`src/hw/ptd_pkg.sv`:
```
// Purpose: Shared types and constants of the template decoder
// Assumes: Single-byte tags inside the template
// Notes:   Value bytes count from b1 = bit 0
package ptd_pkg;
  // Tag values
  localparam logic [7:0] TAG_TEMPLATE = 8'ha5;
  localparam logic [7:0] TAG_CHAR     = 8'h80;
  localparam logic [7:0] TAG_POWER    = 8'h81;
  localparam logic [7:0] TAG_MINCLK   = 8'h82;
  localparam logic [7:0] TAG_LAST     = 8'h89;
  localparam logic [3:0] TIX_CHAR     = 4'h0;
  localparam logic [3:0] TIX_POWER    = 4'h1;
  localparam logic [3:0] TIX_MAXSIZE  = 4'h6;
  localparam logic [3:0] TIX_SYSCMD   = 4'h7;
  localparam logic [1:0] PRIV_CLASS   = 2'h3;
  // Object lengths
  localparam logic [7:0] LEN_CHAR     = 8'h01;
  localparam logic [7:0] LEN_POWER    = 8'h03;
  localparam logic [7:0] LEN_MINCLK   = 8'h01;
  // Characteristics byte fields
  localparam int         CHB_STOP_ANY = 0;
  localparam int         CHB_PREF_HI  = 2;
  localparam int         CHB_PREF_LO  = 3;
  localparam int         CHB_CLASS_A  = 4;
  localparam int         CHB_CLASS_B  = 5;
  localparam int         CHB_CLASS_C  = 6;
  localparam logic [7:0] CHB_RSV_MASK = 8'h82;
  // Power object fields
  localparam logic [7:0] CUR_MASK     = 8'h3f;
  localparam logic [5:0] CUR_MIN      = 6'h01;
  localparam logic [5:0] CUR_MAX      = 6'h3c;
  localparam logic [7:0] FREQ_MIN     = 8'h0a;
  localparam logic [7:0] FREQ_NONE    = 8'hff;
  // Instance storage
  localparam int         NUM_INST     = 4;
  localparam logic [2:0] INST_FULL    = 3'h4;
  localparam logic [2:0] RST_CNT      = 3'h0;
  localparam logic [9:0] RST_SEEN     = 10'h000;
  // Parser states
  typedef enum logic [4:0] {
    ST_IDLE = 5'h01,
    ST_TLEN = 5'h02,
    ST_OTAG = 5'h04,
    ST_OLEN = 5'h08,
    ST_OVAL = 5'h10
  } ptd_state_t;
  // Kind of file whose template is parsed
  typedef enum logic [2:0] {
    FK_ROOT_MASTER_FILE  = 3'h0,
    FK_APPLICATION_DIR   = 3'h1,
    FK_DIRECTORY_FILE    = 3'h2,
    FK_ELEMENTARY_FILE   = 3'h3,
    FK_ELEMENTARY_BERTLV = 3'h4
  } ptd_file_kind_t;
  // Decoded card characteristics
  typedef struct packed {
    logic       present;
    logic       stop_any;
    logic [1:0] pref_level;
    logic       stop_hi_ok;
    logic       stop_lo_ok;
    logic       class_a;
    logic       class_b;
    logic       class_c;
    logic       rsv_err;
  } ptd_char_t;
  // One power-consumption instance
  typedef struct packed {
    logic [7:0] vclass;
    logic [5:0] current;
    logic       cur_usable;
    logic [7:0] ref_freq;
    logic       freq_given;
  } ptd_power_t;
  // Parse status
  typedef struct packed {
    logic done;
    logic busy;
    logic len_err;
    logic fmt_err;
    logic group_err;
    logic presence_err;
    logic inst_ovf;
  } ptd_status_t;
endpackage : ptd_pkg

```
`src/hw/ptd_decoder.sv`:
```
// Purpose: Parse proprietary template byte stream into fields
// Assumes: One byte taken on each cycle with in_valid high
// Notes:   A new template header clears all results
`timescale 1ns/10ps
`default_nettype none
module ptd_decoder
  import ptd_pkg::*;
(
  // Clock and reset
  input  wire logic                 mclk,
  input  wire logic                 sys_rst,
  // Byte stream
  input  wire logic                 in_valid,
  input  wire logic [7:0]           in_data,
  output logic                      in_ready,
  // File context
  input  wire ptd_file_kind_t       file_kind,
  // Decoded results
  output ptd_char_t                 chr,
  output ptd_power_t [NUM_INST-1:0] power,
  output logic [2:0]                power_cnt,
  output logic [NUM_INST-1:0] [7:0] min_clk,
  output logic [2:0]                min_clk_cnt,
  output logic [9:0]                seen,
  output ptd_status_t               status
);

  ptd_state_t                 state_ff;
  logic [7:0]                 rem_ff;
  logic [7:0]                 olen_ff;
  logic [7:0]                 vidx_ff;
  logic [7:0]                 tag_ff;
  logic [7:0]                 last_tag_ff;
  logic [9:0]                 seen_ff;
  ptd_char_t                  chr_ff;
  ptd_power_t [NUM_INST-1:0]  pw_ff;
  logic [2:0]                 pw_cnt_ff;
  logic [NUM_INST-1:0] [7:0]  mc_ff;
  logic [2:0]                 mc_cnt_ff;
  ptd_status_t                st_ff;
  logic                       start;
  logic                       tag_def;
  logic [3:0]                 tag_ix;
  logic [7:0]                 rem_dec;
  logic                       obj_last;
  logic                       fin;
  logic                       ovr;
  logic                       len_ok;
  logic                       pres_bad;

  // Stream is always accepted
  assign in_ready = 1'b1;

  // Byte decode helpers
  assign start    = in_valid && state_ff == ST_IDLE && in_data == TAG_TEMPLATE;
  assign tag_def  = in_data >= TAG_CHAR && in_data <= TAG_LAST;
  assign tag_ix   = in_data[3:0];
  assign rem_dec  = rem_ff - 8'h01;
  assign obj_last = in_valid && state_ff == ST_OVAL && vidx_ff == olen_ff - 8'h01;
  assign len_ok   = (tag_ff == TAG_CHAR && olen_ff == LEN_CHAR) ||
                    (tag_ff == TAG_POWER && olen_ff == LEN_POWER) ||
                    (tag_ff == TAG_MINCLK && olen_ff == LEN_MINCLK);

  // Overrun: tag byte is the last one, or length byte asks for more bytes than are left
  assign ovr = in_valid && ((state_ff == ST_OTAG && rem_ff == 8'h01) ||
                            (state_ff == ST_OLEN && in_data > rem_dec));

  // Template ends on an object boundary
  assign fin = in_valid && ((state_ff == ST_TLEN && in_data == 8'h00) ||
                            (state_ff == ST_OLEN && in_data == 8'h00 && rem_dec == 8'h00) ||
                            (obj_last && rem_ff == 8'h01));

  // Presence checks for the file kind, judged at the end
  assign pres_bad = (file_kind == FK_ROOT_MASTER_FILE && !seen_ff[TIX_CHAR]) ||
                    (file_kind == FK_ROOT_MASTER_FILE && !seen_ff[TIX_SYSCMD]) ||
                    (file_kind != FK_APPLICATION_DIR && seen_ff[TIX_POWER]) ||
                    (file_kind != FK_ELEMENTARY_BERTLV && seen_ff[TIX_MAXSIZE]);

  // Parser state walk
  always_ff @(posedge mclk)
  begin
    if (sys_rst)
      state_ff <= ST_IDLE;
    else if (in_valid)
    begin
      case (state_ff)
        ST_IDLE: if (in_data == TAG_TEMPLATE) state_ff <= ST_TLEN;
        ST_TLEN: state_ff <= (in_data == 8'h00) ? ST_IDLE : ST_OTAG;
        ST_OTAG: state_ff <= ovr ? ST_IDLE : ST_OLEN;
        ST_OLEN: state_ff <= (ovr || fin) ? ST_IDLE :
                             (in_data == 8'h00) ? ST_OTAG : ST_OVAL;
        ST_OVAL: if (obj_last) state_ff <= fin ? ST_IDLE : ST_OTAG;
        default: state_ff <= ST_IDLE;
      endcase
    end
  end

  // Byte counters and current object; private tags skip the same way
  always_ff @(posedge mclk)
  begin
    if (sys_rst)
    begin
      rem_ff  <= 8'h00;
      olen_ff <= 8'h00;
      vidx_ff <= 8'h00;
      tag_ff  <= 8'h00;
    end
    else if (in_valid)
    begin
      if (state_ff == ST_TLEN)
        rem_ff <= in_data;
      else if (state_ff != ST_IDLE)
        rem_ff <= rem_dec;
      if (state_ff == ST_OTAG)
        tag_ff <= in_data;
      if (state_ff == ST_OLEN)
      begin
        olen_ff <= in_data;
        vidx_ff <= 8'h00;
      end
      else if (state_ff == ST_OVAL)
        vidx_ff <= vidx_ff + 8'h01;
    end
  end

  // Tag bookkeeping: which defined tags appeared, and grouping
  always_ff @(posedge mclk)
  begin
    if (sys_rst || start)
    begin
      seen_ff     <= RST_SEEN;
      last_tag_ff <= 8'h00;
    end
    else if (in_valid && state_ff == ST_OTAG)
    begin
      last_tag_ff <= in_data;
      if (tag_def)
        seen_ff[tag_ix] <= 1'b1;
    end
  end

  // Card characteristics byte
  always_ff @(posedge mclk)
  begin
    if (sys_rst || start)
      chr_ff <= '0;
    else if (in_valid && state_ff == ST_OVAL && tag_ff == TAG_CHAR && len_ok)
    begin
      chr_ff.present    <= 1'b1;
      chr_ff.stop_any   <= in_data[CHB_STOP_ANY];
      chr_ff.pref_level <= {in_data[CHB_PREF_LO], in_data[CHB_PREF_HI]};
      chr_ff.stop_hi_ok <= in_data[CHB_STOP_ANY] | in_data[CHB_PREF_HI];
      chr_ff.stop_lo_ok <= in_data[CHB_STOP_ANY] | in_data[CHB_PREF_LO];
      chr_ff.class_a    <= in_data[CHB_CLASS_A];
      chr_ff.class_b    <= in_data[CHB_CLASS_B];
      chr_ff.class_c    <= in_data[CHB_CLASS_C];
      chr_ff.rsv_err    <= |(in_data & CHB_RSV_MASK);
    end
  end

  // Power and min-clock instances, one slot each, filled in arrival order
  generate
    for (genvar gi = 0; gi < NUM_INST; gi++)
    begin : g_pw
      always_ff @(posedge mclk)
      begin
        if (sys_rst || start)
          pw_ff[gi] <= '0;
        else if (in_valid && state_ff == ST_OVAL && tag_ff == TAG_POWER && len_ok &&
                 pw_cnt_ff == 3'(gi))
        begin
          case (vidx_ff)
            8'h00: pw_ff[gi].vclass <= in_data;
            8'h01:
            begin
              pw_ff[gi].current    <= in_data[5:0] & CUR_MASK[5:0];
              pw_ff[gi].cur_usable <= in_data[7:6] == 2'b00 &&
                                      in_data[5:0] >= CUR_MIN && in_data[5:0] <= CUR_MAX;
            end
            8'h02:
            begin
              pw_ff[gi].ref_freq   <= in_data;
              pw_ff[gi].freq_given <= in_data != FREQ_NONE && in_data >= FREQ_MIN;
            end
            default: pw_ff[gi].vclass <= pw_ff[gi].vclass;
          endcase
        end
      end
      always_ff @(posedge mclk)
      begin
        if (sys_rst || start)
          mc_ff[gi] <= 8'h00;
        else if (in_valid && state_ff == ST_OVAL && tag_ff == TAG_MINCLK && len_ok &&
                 mc_cnt_ff == 3'(gi))
          mc_ff[gi] <= in_data;
      end
    end
  endgenerate

  // Instance counters advance at the last byte of each well-formed power or min-clock object, and hold at INST_FULL
  always_ff @(posedge mclk)
  begin
    if (sys_rst || start)
    begin
      pw_cnt_ff <= RST_CNT;
      mc_cnt_ff <= RST_CNT;
    end
    else if (obj_last && len_ok)
    begin
      if (tag_ff == TAG_POWER && pw_cnt_ff != INST_FULL)
        pw_cnt_ff <= pw_cnt_ff + 3'h1;
      if (tag_ff == TAG_MINCLK && mc_cnt_ff != INST_FULL)
        mc_cnt_ff <= mc_cnt_ff + 3'h1;
    end
  end

  // Status flags; errors stick until the next template header
  always_ff @(posedge mclk)
  begin
    if (sys_rst)
      st_ff <= '0;
    else
    begin
      st_ff.done <= fin;
      st_ff.busy <= (state_ff != ST_IDLE || start) && !fin && !ovr;
      if (start)
        {st_ff.len_err, st_ff.fmt_err, st_ff.group_err, st_ff.presence_err, st_ff.inst_ovf} <= 5'h00;
      else
      begin
        if (ovr)
          st_ff.len_err <= 1'b1;
        if (in_valid && state_ff == ST_OLEN && !ovr &&
            ((tag_ff == TAG_CHAR && in_data != LEN_CHAR) ||
             (tag_ff == TAG_POWER && in_data != LEN_POWER) ||
             (tag_ff == TAG_MINCLK && in_data != LEN_MINCLK)))
          st_ff.fmt_err <= 1'b1;
        if (in_valid && state_ff == ST_OTAG && tag_def &&
            in_data != last_tag_ff && seen_ff[tag_ix])
          st_ff.group_err <= 1'b1;
        if (fin && pres_bad)
          st_ff.presence_err <= 1'b1;
        if (obj_last && len_ok && ((tag_ff == TAG_POWER && pw_cnt_ff == INST_FULL) ||
            (tag_ff == TAG_MINCLK && mc_cnt_ff == INST_FULL)))
          st_ff.inst_ovf <= 1'b1;
      end
    end
  end

  // Outputs from flip-flops
  assign chr         = chr_ff;
  assign power       = pw_ff;
  assign power_cnt   = pw_cnt_ff;
  assign min_clk     = mc_ff;
  assign min_clk_cnt = mc_cnt_ff;
  assign seen        = seen_ff;
  assign status      = st_ff;

  // Checks
  property p_hdr;
    @(posedge mclk) disable iff (sys_rst)
    start |=> (state_ff == ST_TLEN) and (in_valid |=> rem_ff == $past(in_data));
  endproperty
  a_hdr: assert property (p_hdr) else $error("header not followed by length");

  property p_priv;
    @(posedge mclk) disable iff (sys_rst)
    in_valid && state_ff == ST_OTAG && in_data[7:6] == PRIV_CLASS && !ovr
      |=> $stable(st_ff.fmt_err) && state_ff == ST_OLEN;
  endproperty
  a_priv: assert property (p_priv) else $error("private tag not skipped");

  property p_group;
    @(posedge mclk) disable iff (sys_rst)
    in_valid && state_ff == ST_OTAG && tag_def && in_data != last_tag_ff && seen_ff[tag_ix]
      |=> st_ff.group_err;
  endproperty
  a_group: assert property (p_group) else $error("split tag group missed");

  property p_char;
    @(posedge mclk) disable iff (sys_rst)
    in_valid && state_ff == ST_OVAL && tag_ff == TAG_CHAR && olen_ff == LEN_CHAR
      |=> chr.present && chr.stop_any == $past(in_data[CHB_STOP_ANY]) &&
          chr.pref_level == $past({in_data[CHB_PREF_LO], in_data[CHB_PREF_HI]});
  endproperty
  a_char: assert property (p_char) else $error("clock stop field wrong");

  property p_class;
    @(posedge mclk) disable iff (sys_rst)
    in_valid && state_ff == ST_OVAL && tag_ff == TAG_CHAR && olen_ff == LEN_CHAR
      |=> {chr.class_c, chr.class_b, chr.class_a} == $past(in_data[6:4]) &&
          chr.rsv_err == $past(|(in_data & CHB_RSV_MASK));
  endproperty
  a_class: assert property (p_class) else $error("class or reserved bits wrong");

  property p_pw_cnt;
    @(posedge mclk) disable iff (sys_rst)
    obj_last && tag_ff == TAG_POWER && olen_ff == LEN_POWER && pw_cnt_ff < INST_FULL
      |=> pw_cnt_ff == $past(pw_cnt_ff) + 3'h1;
  endproperty
  a_pw_cnt: assert property (p_pw_cnt) else $error("power instance not counted");

  property p_freq;
    @(posedge mclk) disable iff (sys_rst)
    obj_last && tag_ff == TAG_POWER && len_ok && in_data == FREQ_NONE && pw_cnt_ff < INST_FULL
      |=> !power[$past(pw_cnt_ff[1:0])].freq_given;
  endproperty
  a_freq: assert property (p_freq) else $error("absent frequency reported");

  property p_done;
    @(posedge mclk) disable iff (sys_rst)
    fin |=> status.done ##1 !status.done;
  endproperty
  a_done: assert property (p_done) else $error("done not one cycle");

  property p_ovr;
    @(posedge mclk) disable iff (sys_rst)
    in_valid && state_ff == ST_OLEN && in_data > rem_dec
      |=> status.len_err && state_ff == ST_IDLE && !status.done;
  endproperty
  a_ovr: assert property (p_ovr) else $error("overrun not flagged");

  property p_root;
    @(posedge mclk) disable iff (sys_rst)
    fin && file_kind == FK_ROOT_MASTER_FILE && !seen_ff[TIX_CHAR] |=> status.presence_err;
  endproperty
  a_root: assert property (p_root) else $error("missing characteristics");

  // Main scenarios
  property p_cv_done;
    @(posedge mclk) disable iff (sys_rst) status.done && !status.len_err;
  endproperty
  c_done: cover property (p_cv_done);

  property p_cv_two_pw;
    @(posedge mclk) disable iff (sys_rst) power_cnt == 3'h2;
  endproperty
  c_two_pw: cover property (p_cv_two_pw);

  property p_cv_ovr;
    @(posedge mclk) disable iff (sys_rst) ovr;
  endproperty
  c_ovr: cover property (p_cv_ovr);

endmodule : ptd_decoder
`default_nettype wire

```
`config.mk`:
```
export PLATFORM = sky130hd
export DESIGN_NAME = ptd_decoder
export DESIGN_NICKNAME = d
export VERILOG_FILES = /design/src/hw/ptd_pkg.sv /design/src/hw/ptd_decoder.sv
export SDC_FILE = /design/constraint.sdc
export NUM_CORES = 1
export LEC_CHECK = 0
export BUFFER_PORTS_ARGS = -buffer_cell sky130_fd_sc_hd__buf_2
export CORE_MARGIN = 5
export CORE_UTILIZATION = 45
export CTS_CLUSTER_SIZE = 14
export DETAILED_ROUTE_END_ITERATION = 6
export HOLD_SLACK_MARGIN = 0.02
export PLACE_DENSITY = 0.65
export SLEW_MARGIN = 0
export SYNTH_ARGS = -nofsm -noshare
export SYNTH_HDL_FRONTEND = slang
export SYNTH_SLANG_ARGS = --single-unit
```
`constraint.sdc`:
```
create_clock -name mclk -period 6.4 [get_ports mclk]
set_input_delay 0.64 -clock mclk [delete_from_list [all_inputs] [get_ports mclk]]
set_output_delay 0.64 -clock mclk [all_outputs]
set_load 0.01 [all_outputs]
```
## Word-level counts from Yosys, hierarchy flattened

Cells that the tools add are included.
Widths: inputs -> output; s select.

- Divide/modulo/power cells: 0
- Shift operators: 0
- Bitwise gates (word level): 3
- Add/subtract/negate cells: 5
- Multiplexer cells: 16
- Equal/unequal tests: 34
- $mul: 0
- Reductions and logical operators: 106
- Order comparisons: 8

Operators by type and width:

| kind | number |
|---|---|
| $logic_and 1x1->1 | 57 |
| $reduce_and 2->1 | 19 |
| $eq 8x8->1 const B | 4 |
| $mux 8 | 4 |
| $pmux 5 s5 | 1 |
| $eq 8x1->1 const B | 3 |
| $logic_not 8->1 | 3 |
| $mux 5 | 4 |
| $eq 8x2->1 const B | 2 |
| $sub 8x1->8 const B | 2 |
| $logic_or 1x1->1 | 14 |
| $eq 3x2->1 const B | 4 |
| $or 10x10->10 | 1 |
| $logic_not 3->1 | 3 |
| $ne 3x3->1 const B | 3 |
| $add 8x1->8 const B | 1 |
| $eq 8x8->1 | 1 |
| $ge 8x4->1 const B | 1 |
| $ge 8x8->1 const B | 1 |
| $gt 8x8->1 | 1 |
| $le 8x8->1 const B | 1 |
| $ne 8x1->1 const B | 1 |
| $ne 8x2->1 const B | 1 |
| $ne 8x8->1 | 1 |
| 28 further kinds | 39 |

- Input bits: 14
- Logic and storage cells: 221
- Memory bits (read-only): 0
- Output and inout port bits: 162
- Bits in writable memories: 0
- Memories kept: 0
- Bits in registers: 206
- Latch bits: 0

## Depth between registers and ports, before layout

Gate-level depths: netlist of run 1.

- Depth after elaboration: 9
- Depth in mapped cells: 12
- Depth with buffers taken out: 12

## Worst setup path after synthesis of run 1

No wires, ideal clock.

- Path type: reg-to-reg
- Start: reg rem_ff[2]
- End: reg state_ff[2]
- Path slack: 3.884 ns
- Stages on the path, launching flop included: 12
- Data required time: 6.270 ns
- Data arrival time: 2.386 ns
- Cells stage by stage: dfxtp_1 -> clkbuf_1 -> nor3_1 -> nand2_1 -> xor2_1 -> ha_1 -> o21ai_0 -> a221o_1 -> a211o_1 -> a31oi_1 -> o31a_1 -> o22ai_1

- Longest elaborated chain between the ends: 9
- Elaborated cells between the ends (all ways): 18
- Classes of those cells: 1 x add/sub; 1 x order compare; 1 x eq/ne; 4 x mux; 11 x reduce/logical

RTL lines:

| what | line | RTL |
|---|---|---|
| start, declared | ptd_decoder.sv:29 | `logic [7:0] rem_ff;` |
| start signal, assigned | ptd_decoder.sv:111 | `rem_ff <= in_data;` |
| start signal, assigned | ptd_decoder.sv:113 | `rem_ff <= rem_dec;` |
| branches (longest 8 deep; another with $sub 8x1->8) | n/a |  |
| $pmux 5 s5 (*) | ptd_decoder.sv:86 | `case (state_ff)` |
| end signal, assigned | ptd_decoder.sv:88 | `ST_TLEN: state_ff <= (in_data == 8'h00) ? ST_IDLE : ST_OTAG;` |
| end signal, assigned | ptd_decoder.sv:89 | `ST_OTAG: state_ff <= ovr ? ST_IDLE : ST_OLEN;` |
| end signal, assigned | ptd_decoder.sv:92 | `ST_OVAL: if (obj_last) state_ff <= fin ? ST_IDLE : ST_OTAG;` |
| end, declared | ptd_decoder.sv:28 | `ptd_state_t state_ff;` |

Every way passes the cells marked *. The select of a mux whose other input is x is not followed.
A chain may end at the register's enable or synchronous reset.

## Final worst setup path of run 1

- Start: reg rem_ff[0]
- End: reg state_ff[0]

Same word-level chain as after synthesis.

==> out/metrics.csv, run 1 <==
stage,metric,value,unit
outcome,status,completed,
critical_path,crit_path_end_kind,register,
cells_and_area,fillers,1945,
clock_network,insertion_delay,0.51,ns
clock_network,cts_sinks,206,
clock_network,ctsHtreeMaxLevel,1,
global_routing,antenna_found_initial,0,
synthesis,syn_area_per_cell,8.128,sq um
synthesis,synth_ff_type,dfxtp_1,
synthesis,ys_types,63,
die,initial_core_util,45.54,%
clock_network,post_cts_buffers,0,
sta,hold_viol_final,0,
critical_path,cp.required,6.78,ns
critical_path,timing.rr.start,rem_ff[0],
cells_and_area,final_layout_size_suffix_gt1_share,19.16,%
critical_path,cp-start-kind,register,
die,rows,52,
global_routing,overflow,0,
synthesis,synth-warning-count,0,
critical_path,crit_path_top_delay_cell,dfxtp_1,
critical_path,crit_path_frequent_cell,ha_1,
sta,period_needed,3.036,ns
drt,dr.pass1.iters,5,
drt,wire_per_inst,17.18,microns
cells_and_area,area_delta_synth_final,18.79,%
clock_network,cts_made_buffers,22,
drt,drc_errors,0,
global_routing,grt_pass1_vias,7836,
pwr,cellLeakagePower,4.534,nW
pwr,power_density,248.7,nW/um^2
die,ios,176,
critical_path,crit_family,compound AO/OA/AOI/OAI gates,
clock_network,cts_tree,done,
sta,drv_slew,0,
drt,ant_nets,0,
drt,drt-initial-drc-count,550,
synthesis,synth_seq_cells,206,
critical_path,slowest_delay,0.49,ns
synthesis,synth_edf_count,0,
drt,viasPerCell,5.336,
sta,fin_crit_sh,47.43,%
synthesis,synth.most_common_cell,nand2_1,
place,gp_congestion,0.8685,
die,core-area,20170,sq um
die,fp.dieW,152.9,microns
place,detailed_place.area,10140,sq um
synthesis,ys_seq_area_share,44.90,%
pwr,vdd_ir_drop_max,0.0001810,V
synthesis,netlist_area,9185,sq um
global_routing,grt_pass1_wl,42390,microns
clock_network,cts_resized,0,
critical_path,critPathKind,reg2reg,
critical_path,cp.arrival,3.41,ns
global_routing,grt_usage,21.74,%
sta,fin_setup_tns,0,ns
drt,vias,8266,
critical_path,critPathMaxFanout,9,
place,portBuffers,174,
place,hpwl,17460,microns
global_routing,grt_max_degree,152,
sta,max_slew.worst_pin.slew,0.9404,ns
cells_and_area,fin_area,10910,sq um
clock_network,ctsHoldBuffers,0,
critical_path,path_cells,"inv_1, ha_1, nand2b_1, nor2_1, xnor2_1, ha_1, a2111oi_0, a221o_1, a211o_1, o21ai_0, o41ai_1, nand3b_1",
die,die_h,152.9,microns
clock_network,clk_path_buf_depth,3,
synthesis,synth_common_cells,"291 x nand2_1, 206 x dfxtp_1, 153 x a21oi_1, 105 x nor2_1, 47 x mux2i_1",
drt,routed_wl,26610,microns
synthesis,synth_top_area_share,44.90,%
pwr,p_total,0.002713,W
sta,slew_headroom,37.02,%
sta,rsz0062_at_grt,no,
hold_path,min_path_type,reg2reg,
clock_network,clk_pin_slew,0.06,ns
synthesis,ys_top_cells_by_area,"dfxtp_1 45%, nand2_1 12%, a21oi_1 8.3%, mux2i_1 5.1%, nor2_1 4.3%",
cells_and_area,n_antenna_cell,0,
synthesis,syn-instance-count,1130,
die,dieArea,23370,sq um
sta,setup_viol,0,
clock_network,ctsRootBufferMaster,clkbuf_16,
sta,finClkSkew,0.01604,ns
sta,max_freq,329.4,MHz
hold_path,min-delay-start,power[61],
critical_path,crit_start,rem_ff[0],
cells_and_area,nets,1305,
flow_run,drv_cap,0,
synthesis,synth_top_area_cell,dfxtp_1,
critical_path,critPathBufInv,1,
synthesis,synth_fp_nets,1172,
synthesis,async_flop_share,0,%
## metrics by stage
step | utilization (%) | setup WS (ns) | cells | hold slack (ns)
2_1_floorplan | - | 3.884 | 1130 | 0.4318
3_3_place_gp | 50.26 | 2.993 | 1509 | 0.4349
3_5_place_dp | 50.26 | 2.910 | 1509 | 0.4427
4_1_cts | 54.09 | 3.388 | 1549 | 0.4477
5_1_grt | 54.09 | 3.112 | 1549 | 0.4585
6_report | 54.09 | 3.364 | 1549 | 0.4467
## cell families after synthesis
kind of cell,Yosys count,share of synthesized area (%)
multiplexers,49,5.612
adder cells (fa/ha/maj),28,3.814
AO/OA/AOI/OAI,203,12.11
other,1,0.04083
flip-flops,206,44.90
XOR/XNOR,30,2.861
buffers and inverters,85,4.127
AND/OR/NAND/NOR,528,26.54
## layout make-up
| type | instances | area (sq um) | share of cell area [%] |
|---|---|---|---|
| tap | 270 | 337.8 | 3.096 |
| clock inverter | 11 | 146.4 | 1.342 |
| timing repair buffer | 177 | 905.9 | 8.303 |
| clock buffer | 29 | 626.9 | 5.745 |
| inverter | 17 | 63.81 | 0.5849 |
| multi-input combinational | 839 | 4706 | 43.13 |
| sequential | 206 | 4124 | 37.80 |
## flip-flops by register name (all words and copies together) (netlist names)
signal / cells
power: 96
min_clk: 32
chr: 10
seen: 10
last_tag_ff: 8
olen_ff: 8
rem_ff: 8
tag_ff: 8
vidx_ff: 8
status: 7
state_ff: 5
min_clk_cnt: 3
power_cnt: 3
## power by group
| part | switching, W | internal (W) |
|---|---|---|
| Clock | 0.000528 | 0.000813 |
| Sequential | 0.000000975 | 0.00128 |
| Combinational | 0.0000707 | 0.0000184 |
## worst register-to-register path, stage by stage, from the launching register on
cell and delay [ns]:
dfxtp_1 0.49, inv_1 0.11, ha_1 0.30, nand2b_1 0.14, nor2_1 0.07, xnor2_1 0.15
ha_1 0.20, a2111oi_0 0.37, a221o_1 0.23, a211o_1 0.19, o21ai_0 0.20, o41ai_1 0.35
nand3b_1 0.11
## worst paths after layout
check	end	slack, ns	depth (start not counted)
max	state_ff[0]	3.36	12
min	power[61]	0.45	2
max reg2reg	state_ff[0]	3.36	12
min reg2reg	power[61]	0.45	2
## per-layer routing
layer  vias up  wire (microns)  GRT usage [%]
li1       4066               -              -
met1      3904           11990          29.22
met2       248           12120          34.98
met3        48            1762          5.174
met4         0             737          6.491
met5         -               0              0
## cell usage in the layout (no fill, tap or decap), drive strengths merged, types with 11 or more instances in the layout
master  instances
a21oi         153
buf           177
clkbuf         29
dfxtp         206
ha             28
inv            17
mux2i          47
nand2         291
nand3          11
nand4          18
nor2          117
nor3           22
nor4           13
o21ai          14
xnor2          11
xor2           19
Note: power is estimated with default switching activity, not from simulation.
==> inputs of run 2 (changes only) <==
Clock period 6.4 ns to 3 ns, I/O delays scaled along.
==> run 2 against run 1 <==
Effect of this change: total power grew 110%; utilization grew 0.94 points; fmax grew 8.5%; sequential power grew 110%; hold slack lost 0.29 ns; register-to-register slack lost 3.2 ns; sequential share of layout area shrank 0.63 points; global-route usage grew 0.27 points; setup slack lost 3.2 ns; cell count grew 1.6%; combinational power grew 140%; critical path type unchanged; largest power group unchanged; highest routed layer unchanged.
==> out/metrics.csv, run 2 (synthesis results as in run 1) <==
stage,metric,value,unit,change
outcome,status,completed,,unchanged
clock_network,ctsHtreeMaxLevel,1,,unchanged
critical_path,crit_path_top_delay_cell,nor3_1,,was dfxtp_1
place,hpwl,18740,microns,was 17460 microns
die,ios,176,,unchanged
sta,setup_viol,0,,unchanged
critical_path,critPathKind,reg2reg,,unchanged
cells_and_area,nets,1331,,was 1305
critical_path,crit_family,compound AO/OA/AOI/OAI gates,,unchanged
critical_path,cp-start-kind,register,,unchanged
cells_and_area,final_layout_size_suffix_gt1_share,20.63,%,was 19.16%
die,rows,52,,unchanged
global_routing,grt_usage,22.01,%,was 21.74%
drt,viasPerCell,5.321,,was 5.336
cells_and_area,seq_area,4125,sq um,was 4124 sq um
global_routing,overflow,0,,unchanged
place,portBuffers,174,,unchanged
die,initial_core_util,45.54,%,unchanged
sta,rsz0062_at_grt,no,,unchanged
cells_and_area,mostFrequentLayoutCells,"291 x nand2_1, 205 x dfxtp_1, 174 x buf_2",,"was 291 x nand2_1, 206 x dfxtp_1, 174 x buf_2"
clock_network,post_cts_buffers,0,,unchanged
place,pre_cts_ws,0.2285,ns,was 2.910 ns
cells_and_area,multiInputGateArea,4698,sq um,was 4706 sq um
sta,max_freq,357.4,MHz,was 329.4 MHz
sta,slew_headroom,50.62,%,was 37.02%
clock_network,cts_tree,done,,unchanged
critical_path,crit_start,rem_ff[3],,was rem_ff[0]
clock_network,ctsRootBufferMaster,clkbuf_16,,unchanged
drt,routed_wl,26990,microns,was 26610 microns
place,detailed_place.area,10350,sq um,was 10140 sq um
critical_path,critPathMaxFanout,10,,was 9
pwr,power_density,515.8,nW/um^2,was 248.7 nW/um^2
cells_and_area,fillers,1921,,was 1945
hold_path,min-delay-start,in_data[4],,was power[61]
global_routing,antenna_found_initial,0,,unchanged
drt,wire_per_inst,17.15,microns,was 17.18 microns
global_routing,grt_pass1_vias,7817,,was 7836
cells_and_area,area_delta_synth_final,20.84,%,was 18.79%
sta,drv_slew,0,,unchanged
critical_path,cp.arrival,3.18,ns,was 3.41 ns
drt,vias,8375,,was 8266
global_routing,grt_pass1_wl,42710,microns,was 42390 microns
critical_path,path_cells,"nor3_1, nand2_1, xor2_1, ha_1, a2111oi_1, a221o_1, a211o_1, o21ai_0, o41ai_1, nand3b_1",,"was inv_1, ha_1, nand2b_1, nor2_1, xnor2_1, ha_1, a2111oi_0, a221o_1, a211o_1, o21ai_0, o41ai_1, nand3b_1"
sta,hold_viol_final,0,,unchanged
drt,drc_errors,0,,unchanged
sta,fin_setup_tns,0,ns,unchanged
clock_network,cts_made_buffers,23,,was 22
critical_path,cp.required,3.38,ns,was 6.78 ns
cells_and_area,n_antenna_cell,0,,unchanged
drt,ant_nets,0,,unchanged
sta,worst_slack,0.2022,ns,was 3.364 ns
drt,drt-initial-drc-count,547,,was 550
pwr,vdd_ir_drop_max,0.0004144,V,was 0.0001810 V
critical_path,timing.rr.start,rem_ff[3],,was rem_ff[0]
drt,dr.pass1.iters,6,,was 5
cells_and_area,layout_commonest_cell,nand2_1,,unchanged
pwr,cellLeakagePower,4.648,nW,was 4.534 nW
place,gp_congestion,0.8797,,was 0.8685
critical_path,critPathBufInv,0,,was 1
sta,fin_crit_sh,93.26,%,was 47.43%
sta,max_slew.worst_pin.slew,0.7407,ns,was 0.9404 ns
clock_network,cts_sinks,206,,unchanged
die,dieArea,23370,sq um,unchanged
die,core-area,20170,sq um,unchanged
critical_path,crit_path_end_kind,register,,unchanged
cells_and_area,largest_reg_flops,96,,unchanged
sta,period_needed,2.798,ns,was 3.036 ns
clock_network,clk_path_buf_depth,3,,unchanged
critical_path,slowest_delay,0.44,ns,was 0.49 ns
global_routing,grt_max_degree,36,,was 152
die,fp.dieW,152.9,microns,unchanged
die,die_h,152.9,microns,unchanged
sta,finClkSkew,0.01758,ns,was 0.01604 ns
clock_network,insertion_delay,0.51,ns,about the same
cells_and_area,fin_area,11100,sq um,was 10910 sq um
flow_run,drv_cap,0,,unchanged
clock_network,clk_pin_slew,0.06,ns,about the same
hold_path,min_path_type,in2reg,,was reg2reg
clock_network,ctsHoldBuffers,0,,unchanged
## run 2: cell count changes in the layout (fill, tap and decap cells not counted), sizes merged
cell	change
clkbuf	+1
clkinvlp	+1
bufinv	-1
buf	+25
inv	+1
clkinv	-2
## run 2: area by class of cell
class                           count  area share, %
Multi-Input combinational cell    839          42.33
Sequential cell                   206          37.17
Tap cell                          270          3.044
Clock buffer                       30          5.693
Clock inverter                     10          1.003
Timing Repair Buffer              202          10.19
Inverter                           17         0.5749
## run 2: tightest hold or removal path, delay by kind of cell
kind	cells	cell delay [ns]
AOI/OAI and AO/OA	1	0.05
and+or+nand+nor	1	0.08
buffers and inverters	1	0.18
## run 2: report_power, final
group / internal [W] / leakage, nW / switching [W]
Combinational: 0.0000587 / 2.63 / 0.000159
Sequential: 0.00274 / 1.66 / 0.00000178
Clock: 0.00165 / 0.359 / 0.00112
Total: 0.00445 / 4.65 / 0.00128
## run 2: worst paths after layout
check / slack, ns / endpoint / depth (start not counted)
hold / removal: 0.16 / power[5] / 3
setup reg to reg: 0.20 / state_ff[0] / 10
setup / recovery: 0.20 / state_ff[0] / 10
hold reg to reg: 0.45 / power[71] / 2
## run 2: metal layers
metal | wire length (microns) | GRT usage, % | vias to the layer above
met1 | 11770 | 29.21 | 3939
met5 | 0 | 0 | -
met3 | 2126 | 5.626 | 55
met4 | 747 | 6.576 | 0
met2 | 12340 | 35.55 | 252
li1 | - | - | 4129
## run 2: stage by stage
stage                     hold slack (ns)  utilization [%]  total power, W  instances
final                              0.1617            55.03        0.005726       1574
after global routing               0.1614            55.03        0.005901       1574
after CTS                          0.1550            55.02        0.005774       1574
after detailed placement           0.4422            51.33        0.003015       1534
after global placement             0.4350            51.33        0.003015       1534
after floorplan                    0.4318                -        0.002925       1130
## run 2: repair_timing
action,in CTS,in global routing
hold endpoints to repair,0,0
resized for setup,0,2
setup endpoints to repair,0,2
